--- src/verilog/perf_event_pkg.sv ---
// Constants for the performance event sourcing and syndrome capture block.
// Assumes one processor clock; every event source arrives on that clock.
//
// Function
// - Latch nine syndrome bits on refill or writeback data errors
// - Syndrome reads as control zero bits 31:23
// - Syndrome bits ignore software writes to control
// - Capture on refills and writebacks, never cache-ops
// - Syndrome bit is masked data parity XOR check
// - Event 0 adds one every cycle
// - Event 1 adds previous cycle's decoded instructions
// - Event 2 counts prior-cycle loads, excluding prefetch/sync
// - Event 3 counts prior-cycle stores, including conditionals
// - Event 4 adds valid miss table entries, all five
// - Event 5 counts failed store-conditionals
// - Event 6 adds every resolved branch this cycle
// - Event 7 counts quadwords written back to interface
// - Event 8 counts cycle after corrected single-bit error
// - Event 9 counts cycle after fetch miss entry
// - Event 10 counts cycle after instruction refill request
// - Event 11 counts instruction way-misprediction retries
// - Queue holds four internal, one external transaction
package perf_event_pkg;
    // Control register zero layout
    localparam int CTL_EN_LSB = 0;
    localparam int CTL_EN_W = 4;
    localparam int CTL_EVSEL_LSB = 5;
    localparam int CTL_EVSEL_W = 5;
    localparam int CTL_WR_W = 17;
    localparam int CTL_SYN_LSB = 23;
    localparam int SYN_W = 9;
    localparam logic [16:0] CTL_RESET = 17'h00000;
    localparam logic [8:0] SYN_RESET = 9'h000;
    localparam logic [31:0] CNT_RESET = 32'h00000000;
    // Event select codes
    localparam logic [4:0] EV_CYCLES = 5'h00;
    localparam logic [4:0] EV_DECODED = 5'h01;
    localparam logic [4:0] EV_DEC_LOADS = 5'h02;
    localparam logic [4:0] EV_DEC_STORES = 5'h03;
    localparam logic [4:0] EV_MISS_OCC = 5'h04;
    localparam logic [4:0] EV_SC_FAIL = 5'h05;
    localparam logic [4:0] EV_BR_RESOLVED = 5'h06;
    localparam logic [4:0] EV_QW_WRITEBACK = 5'h07;
    localparam logic [4:0] EV_ECC_CORR = 5'h08;
    localparam logic [4:0] EV_IFETCH_MISS = 5'h09;
    localparam logic [4:0] EV_IREFILL = 5'h0A;
    localparam logic [4:0] EV_IWAY_RETRY = 5'h0B;
    // Secondary cache read source codes
    localparam logic [1:0] SRC_REFILL = 2'h0;
    localparam logic [1:0] SRC_WRITEBACK = 2'h1;
    localparam logic [1:0] SRC_CACHEOP = 2'h2;
    // Transaction queue slots and miss tracking table entries
    localparam int SCTQ_INT_SLOTS = 4;
    localparam int MTT_ENTRIES = 5;
    // Syndrome parity masks over the 128 data bits, one per syndrome bit
    localparam logic [127:0] SYN_MASK [SYN_W] = '{
        128'h01040420_0B0D0B47_04E0FF60_C3FFC0FF,
        128'h04090944_13121008_4DC0E0FF_E0C0FFFF,
        128'h0A121218_23202100_BAFFC0A0_D0FFFFC1,
        128'h10232081_444046BF_FC3FDF3F_4C010142,
        128'h214043FF_808084FF_FF210101_FFC20284,
        128'h42808012_FCFBFC3F_FD620222_8504C408,
        128'h83FFFF03_0503FF5C_808404C4_38484850,
        128'hFFFF030F_FF0703B2_100848C8_02909020,
        128'hFF03FFE3_06FF0721_62D0B0D0_00202080
    };
endpackage

--- src/verilog/syndrome_if.sv ---
// Carries one secondary-cache quadword and its syndrome between modules.
// Assumes both ends sit in the same clock domain.
`timescale 1ns/1ps
interface syndrome_if;
    logic [127:0] data;   // Quadword read from the cache
    logic [8:0] check;    // Stored check bits
    logic [8:0] syndrome; // Generated syndrome
    modport source (output data, output check, input syndrome);
    modport calc (input data, input check, output syndrome);
endinterface

--- src/verilog/perf_event_counter.sv ---
// Performance event sourcing, counter zero and syndrome capture.
// Assumes all event inputs come from pipeline, cache controller and system interface logic on mclk.
`timescale 1ns/1ps
module perf_event_counter
    import perf_event_pkg::*;
#(
    parameter int COUNT_W = 32 // Counter width
)
(
    input wire logic mclk,
    input wire logic rst,
    // Control register zero access
    input wire logic ctl_wr_en,
    input wire logic [31:0] ctl_wr_data,
    output logic [31:0] ctl_rd_data,
    // Counter register zero access
    input wire logic cnt_wr_en,
    input wire logic [COUNT_W-1:0] cnt_wr_data,
    output logic [COUNT_W-1:0] cnt_rd_data,
    // Current privilege mode, one bit per count enable
    input wire logic [3:0] cpu_mode,
    // Decode stage
    input wire logic [2:0] dec_count,
    input wire logic dec_load,
    input wire logic dec_load_excluded,
    input wire logic dec_store,
    input wire logic dec_store_cond,
    // Miss tracking table valid bits
    input wire logic [4:0] miss_tracking_table_valid,
    // Graduation and branch unit
    input wire logic sc_fail,
    input wire logic [2:0] br_resolved,
    // Cache controller and system interface
    input wire logic qw_writeback,
    input wire logic ecc_corrected,
    input wire logic ifetch_miss_enter,
    input wire logic irefill_sent,
    input wire logic iway_retry,
    // Secondary cache read path
    input wire logic [127:0] scache_read_data,
    input wire logic [8:0] scache_check_bits,
    input wire logic scache_rd_valid,
    input wire logic [1:0] scache_rd_src,
    input wire logic scache_err_single,
    input wire logic scache_err_multi,
    // Transaction queue occupancy handshake
    input wire logic sctq_int_push,
    input wire logic sctq_int_pop,
    input wire logic sctq_ext_push,
    input wire logic sctq_ext_pop,
    output logic sctq_int_ready,
    output logic sctq_ext_ready,
    output logic [2:0] sctq_int_count
);
    // Refuse widths below 8 or above 32, at elaboration
    if (COUNT_W < 8 || COUNT_W > 32) begin : g_bad_width
        $error("COUNT_W must lie between 8 and 32");
    end

    // All state of the block
    typedef struct packed {
        logic [SYN_W-1:0] syndrome;  // Last captured syndrome
        logic [CTL_WR_W-1:0] ctl;    // Writable control fields
        logic [COUNT_W-1:0] count;   // Counter zero
        logic [2:0] dec_count_d;     // Decoded count, one cycle late
        logic dec_load_d;            // Counted load, one cycle late
        logic dec_store_d;           // Counted store, one cycle late
        logic ecc_fix_d;             // Correction, one cycle late
        logic ifetch_miss_d;         // Fetch miss entry, one cycle late
        logic irefill_d;             // Refill request, one cycle late
        logic [2:0] q_int;           // Internal queue occupancy
        logic q_ext;                 // External queue slot busy
    } state_t;

    state_t state_reg;  // Registered state
    state_t state_next; // Next state

    // Wires shared with the syndrome generator
    syndrome_if syn_link();

    // Population count of a five-entry valid vector
    function automatic logic [3:0] count_valid(input logic [4:0] v);
        logic [3:0] n;
        n = 4'h0;
        for (int i = 0; i < MTT_ENTRIES; i++) begin
            n = n + {3'h0, v[i]};
        end
        return n;
    endfunction

    // Current event select
    logic [CTL_EVSEL_W-1:0] ev_sel;
    // Counting allowed in this mode
    logic count_on;
    // Increment chosen for this cycle
    logic [3:0] inc;
    // Syndrome capture strobe
    logic capture;
    // Queue pushes that are actually accepted
    logic int_push_ok;
    logic ext_push_ok;

    // Feed the syndrome generator straight from the read path
    assign syn_link.data = scache_read_data;
    assign syn_link.check = scache_check_bits;

    syndrome_calc u_syndrome (
        .link(syn_link.calc)
    );

    assign ev_sel = state_reg.ctl[CTL_EVSEL_LSB +: CTL_EVSEL_W];
    assign count_on = |(state_reg.ctl[CTL_EN_LSB +: CTL_EN_W] & cpu_mode);

    // Capture on any error from a refill or a writeback only
    always_comb begin
        capture = scache_rd_valid && (scache_err_single || scache_err_multi) &&
                  (scache_rd_src == SRC_REFILL || scache_rd_src == SRC_WRITEBACK);
    end

    // Select the per-cycle increment of the chosen event
    always_comb begin
        inc = 4'h0;
        case (ev_sel)
            // Every processor cycle
            EV_CYCLES: begin
                inc = 4'h1;
            end
            // Instructions decoded last cycle, killed ones included
            EV_DECODED: begin
                inc = {1'b0, state_reg.dec_count_d};
            end
            // Load decoded last cycle
            EV_DEC_LOADS: begin
                inc = {3'h0, state_reg.dec_load_d};
            end
            // Store decoded last cycle
            EV_DEC_STORES: begin
                inc = {3'h0, state_reg.dec_store_d};
            end
            // Valid miss table entries this cycle
            EV_MISS_OCC: begin
                inc = count_valid(miss_tracking_table_valid);
            end
            // Failed store-conditional
            EV_SC_FAIL: begin
                inc = {3'h0, sc_fail};
            end
            // All branches resolved this cycle
            EV_BR_RESOLVED: begin
                inc = {1'b0, br_resolved};
            end
            // Quadword into the outgoing buffer
            EV_QW_WRITEBACK: begin
                inc = {3'h0, qw_writeback};
            end
            // Cycle after a single-bit correction
            EV_ECC_CORR: begin
                inc = {3'h0, state_reg.ecc_fix_d};
            end
            // Cycle after a fetch miss enters the table
            EV_IFETCH_MISS: begin
                inc = {3'h0, state_reg.ifetch_miss_d};
            end
            // Cycle after the refill request reaches the interface
            EV_IREFILL: begin
                inc = {3'h0, state_reg.irefill_d};
            end
            // Retry on an unpredicted way hit by a fetch
            EV_IWAY_RETRY: begin
                inc = {3'h0, iway_retry};
            end
            // Events outside this block count nothing
            default: begin
                inc = 4'h0;
            end
        endcase
    end

    // Queue admission, never more than the fixed slot counts
    always_comb begin
        sctq_int_ready = state_reg.q_int < 3'(SCTQ_INT_SLOTS);
        sctq_ext_ready = !state_reg.q_ext;
        int_push_ok = sctq_int_push && sctq_int_ready;
        ext_push_ok = sctq_ext_push && sctq_ext_ready;
    end

    // Next state
    always_comb begin
        state_next = state_reg;
        // One-cycle delays for the late events
        state_next.dec_count_d = dec_count;
        state_next.dec_load_d = dec_load && !dec_load_excluded;
        state_next.dec_store_d = dec_store || dec_store_cond;
        state_next.ecc_fix_d = ecc_corrected;
        state_next.ifetch_miss_d = ifetch_miss_enter;
        state_next.irefill_d = irefill_sent;
        // Control write touches only the writable fields
        if (ctl_wr_en) begin
            state_next.ctl = ctl_wr_data[CTL_WR_W-1:0];
        end
        // Syndrome is loaded by hardware only
        if (capture) begin
            state_next.syndrome = syn_link.syndrome;
        end
        // Software write wins over counting
        if (cnt_wr_en) begin
            state_next.count = cnt_wr_data;
        end else if (count_on) begin
            state_next.count = state_reg.count + COUNT_W'(inc);
        end
        // Internal queue occupancy
        if (int_push_ok && !sctq_int_pop) begin
            state_next.q_int = state_reg.q_int + 3'h1;
        end else if (!int_push_ok && sctq_int_pop && state_reg.q_int != 3'h0) begin
            state_next.q_int = state_reg.q_int - 3'h1;
        end
        // External slot
        if (ext_push_ok) begin
            state_next.q_ext = 1'b1;
        end else if (sctq_ext_pop) begin
            state_next.q_ext = 1'b0;
        end
    end

    // State register
    always_ff @(posedge mclk or posedge rst) begin
        if (rst) begin
            state_reg <= '{syndrome: SYN_RESET, ctl: CTL_RESET, count: COUNT_W'(CNT_RESET),
                           dec_count_d: 3'h0, dec_load_d: 1'b0, dec_store_d: 1'b0,
                           ecc_fix_d: 1'b0, ifetch_miss_d: 1'b0, irefill_d: 1'b0,
                           q_int: 3'h0, q_ext: 1'b0};
        end else begin
            state_reg <= state_next;
        end
    end

    // Register read views
    always_comb begin
        ctl_rd_data = 32'h00000000;
        ctl_rd_data[CTL_WR_W-1:0] = state_reg.ctl;
        ctl_rd_data[CTL_SYN_LSB +: SYN_W] = state_reg.syndrome;
    end

    assign cnt_rd_data = state_reg.count;
    assign sctq_int_count = state_reg.q_int;
endmodule

--- src/verilog/syndrome_calc.sv ---
// Combinational syndrome generator for one 128-bit quadword.
// Assumes the masks in the package; no state of its own.
`timescale 1ns/1ps
module syndrome_calc
    import perf_event_pkg::*;
(
    syndrome_if.calc link
);
    // One parity tree per syndrome bit
    genvar k;
    generate
        for (k = 0; k < SYN_W; k++) begin : g_bit
            // Masked data parity folded with the matching check bit
            assign link.syndrome[k] = (^(link.data & SYN_MASK[k])) ^ link.check[k];
        end
    endgenerate
endmodule

--- config.mk ---
export PLATFORM = sky130hd
export DESIGN_NAME = perf_event_counter
export DESIGN_NICKNAME = d
export VERILOG_FILES = /design/src/verilog/perf_event_pkg.sv /design/src/verilog/syndrome_if.sv /design/src/verilog/perf_event_counter.sv /design/src/verilog/syndrome_calc.sv
export SDC_FILE = /design/constraint.sdc
export NUM_CORES = 1
export LEC_CHECK = 0
export BUFFER_PORTS_ARGS = -buffer_cell sky130_fd_sc_hd__buf_2
export CAP_MARGIN = 30
export CORE_AREA = 8 8 128 130
export DETAILED_ROUTE_END_ITERATION = 16
export DIE_AREA = 0 0 136 138
export PLACE_DENSITY = 0.82
export SLEW_MARGIN = 0
export SYNTH_ARGS = -nofsm -noshare
export SYNTH_HDL_FRONTEND = slang
export SYNTH_HIERARCHICAL = 1
export SYNTH_SLANG_ARGS = --single-unit
--- constraint.sdc ---
create_clock -name mclk -period 4.4 [get_ports mclk]
set_clock_uncertainty 0.1 [all_clocks]
set_input_delay 1.1 -clock mclk [delete_from_list [all_inputs] [get_ports mclk]]
set_output_delay 1.1 -clock mclk [all_outputs]
set_load 0.02 [all_outputs]
==> reports/metrics.cfg <==
[sta]
rsz0062_at_grt=true
worst_slew_margin_rel_pct=32.82
period_share_pct=98.81
final-max-slew-violation-count=0
fmax_mhz=230.0
finalSetupTns_ns=0
worst_pin_slew_ns=1.008
hold_viol=0
fin_crit_ns=4.347
setup_violations=0
worst_slack_ns=0.05255

[grt]
grt_util_all_layers_pct=21.05
grt_pass1_vias=5979
grt_antenna_before_repair=1
grt_pass1_wl_um=31060
grt_max_degree=67
grt_overflow_total=0

[floorplanning]
dieWidth_um=136
coreArea_mm2=0.01431
die-height_um=138
start_util_pct=48.20
io_pins=308
dieArea_mm2=0.01877
fp-row-count=44

[drt]
drt-pass1-iter-count=5
routed_wl_um=20650
avgRoutedWirePerCell_um=19.17
ant_nets=0
vias_per_cell=5.075
first_iter_violations=215
via_count=5466
drc_errors=0

[final_layout]
drive_gt1_share_pct=40.65
final-instance-count-excl-fill=1077
final_common_cell=buf_2
mostFrequentLayoutCells=284 x buf_2, 176 x xnor2_1, 70 x dfrtp_1
n_antenna_cell=0
areaGrowthSynthToFinish_pct=22.69
post-route-util_pct=59.13
n_fill_cell=1206
largest_reg_flops=32
nets=1135

[yosys]
synth_compound_area_share_pct=5.096
yosys-top-cells-area=dfrtp_1 25%, xnor2_1 22%, xnor3_1 13%
synth_edf_count=0
synth-async-reset-ratio_pct=100.0
synth_top_family_by_area=XOR/XNOR gates
ys_seq_area_share_pct=25.39
synth_seq_cells=70
synth.mux.area_fraction_pct=6.275
synthDistinctLibCells=56
syn_area_mm2=0.006899
synthFlopType=dfrtp_1
ys_warn_count=6
synth_xor_area_share_pct=42.71
yosys.area_share.simple_pct=9.104
yosysTopAreaCell=dfrtp_1
synth.top_cell.area_share_pct=25.39
syn_inst=662
syn_area_per_cell_um2=10.42
synth_adder_area_share_pct=1.886

[clock_tree]
clk_pin_slew_ns=0.06
clkLatencyLatePin_ns=0.33
cts_buffers=9
cts_sinks=70
htree_levels=3
clock_path_buffers=2
clock-root-buffer=clkbuf_16
cts_tree=yes
hold_buffers=0

[worst_setup_path]
crit_chain=buf_6, inv_2, fa_1, fa_1, inv_1, mux4_2, a211oi_2, a211oi_2, ha_2, inv_2, fa_2, nand2b_4, a221oi_4, nand3_2, or4_4, o311ai_2
start_kind=input port
worst-path-stages=16
crit_buf_inv=4
r2r_end=cnt_rd_data[28]
crit_slowest_cell=fa_1
rrSetupSlack_ns=1.16
reg2reg_from=ctl_rd_data[6]
cp-startpoint=miss_tracking_table_valid[0]
critPathTopFamily=adder cells
reg2reg_depth=12
path_class=in2reg
cp_data_required_time_ns=4.53
cp_max_fo=4
setup.worst_path.end=cnt_rd_data[28]
critPathArrivalTime_ns=4.48
cpPeakStageDelay_ns=0.54
cp-end-kind=flop

[place]
io_buffers=285
pre_cts_ws_ns=-0.3377
post-dp-hpwl_um=17310
place_inst=1059
place_congestion=0.8683

[power_and_ir_drop]
leakage_nw=4.027
power_density_mw_per_mm2=436.3
ir_drop_mv=0.2919
power_w=0.003693

[run]
max_cap_viol_count=0

[worst_hold_path]
worstHoldPathType=reg2reg

[run_status]
outcome=finished clean

[layout make-up]
type / instances / area, µm² / area share (%)
multi-input combinational: 492 / 4568 / 53.97
inverter: 23 / 86.33 / 1.020
timing repair buffer: 292 / 1489 / 17.59
clock inverter: 5 / 106.4 / 1.256
sequential: 70 / 1752 / 20.69
clock buffer: 11 / 232.7 / 2.749
tap: 184 / 230.2 / 2.720
[routing by layer]
metal  vias up  wire length, µm  global-route usage [%]
met5         -               13                       0
met4         2              442                   6.593
met3        33             1931                   5.688
met2       266            10550                   37.91
met1      2575             7710                   23.30
li1       2590                -                       -
[per-stage QoR]
step	area, µm²	hold slack, ns
floorplan	6937	0.3399
global placement	8063	0.3603
detailed placement	8063	0.3643
CTS	8402	0.3781
global route	8464	0.4225
finish	8464	0.3855
[how the worst min path moves through the flow]
| stage | from | to | slack, ns | cells after the start |
|---|---|---|---|---|
| global placement | state_reg[0] | state_reg[0] | 0.36 | 1 |
| detailed placement | state_reg[0] | state_reg[0] | 0.36 | 1 |
| finish | state_reg[0] | state_reg[0] | 0.39 | 1 |
| CTS | state_reg[0] | state_reg[0] | 0.38 | 1 |
| global route | state_reg[0] | state_reg[0] | 0.42 | 1 |
| floorplan | state_reg[0] | state_reg[0] | 0.34 | 1 |
[what timing repair did]
| item | in CTS | in global routing |
|---|---|---|
| buffers inserted | 0 | 1 |
| setup endpoints to repair | 0 | 12 |
| gates resized for setup | 0 | 14 |
[cell families after synthesis]
kind of cell	count (synthesis)
adder cells (fa/ha/maj)	8
AND/OR/NAND/NOR	115
flip-flops	70
AO/OA/AOI/OAI	57
XOR/XNOR	269
buffers and inverters	105
multiplexers	37
other	1
[synthesized netlist by cell type (all sizes together) (5+ instances only)]
cell and number:
inv 23, nand2b 7, o21ai 25, mux2i 5, dfrtp 70, nand3 17
nand2 35, a21oi 12, buf 69, mux2 30, xnor2 177, xor2 50
nor2 11, nand4 14, xnor3 41, nor2b 5, and3 7, clkbuf 13
[where the power goes]
group / internal, W / switching (W) / leakage [nW] / total, W
sequential: 0.000754 / 0.0000996 / 0.823 / 0.000853
combinational: 0.00111 / 0.000902 / 3.04 / 0.00201
clock: 0.000556 / 0.000273 / 0.160 / 0.000829
total: 0.00242 / 0.00127 / 4.03 / 0.00369
(Power assumes the default switching activity.)
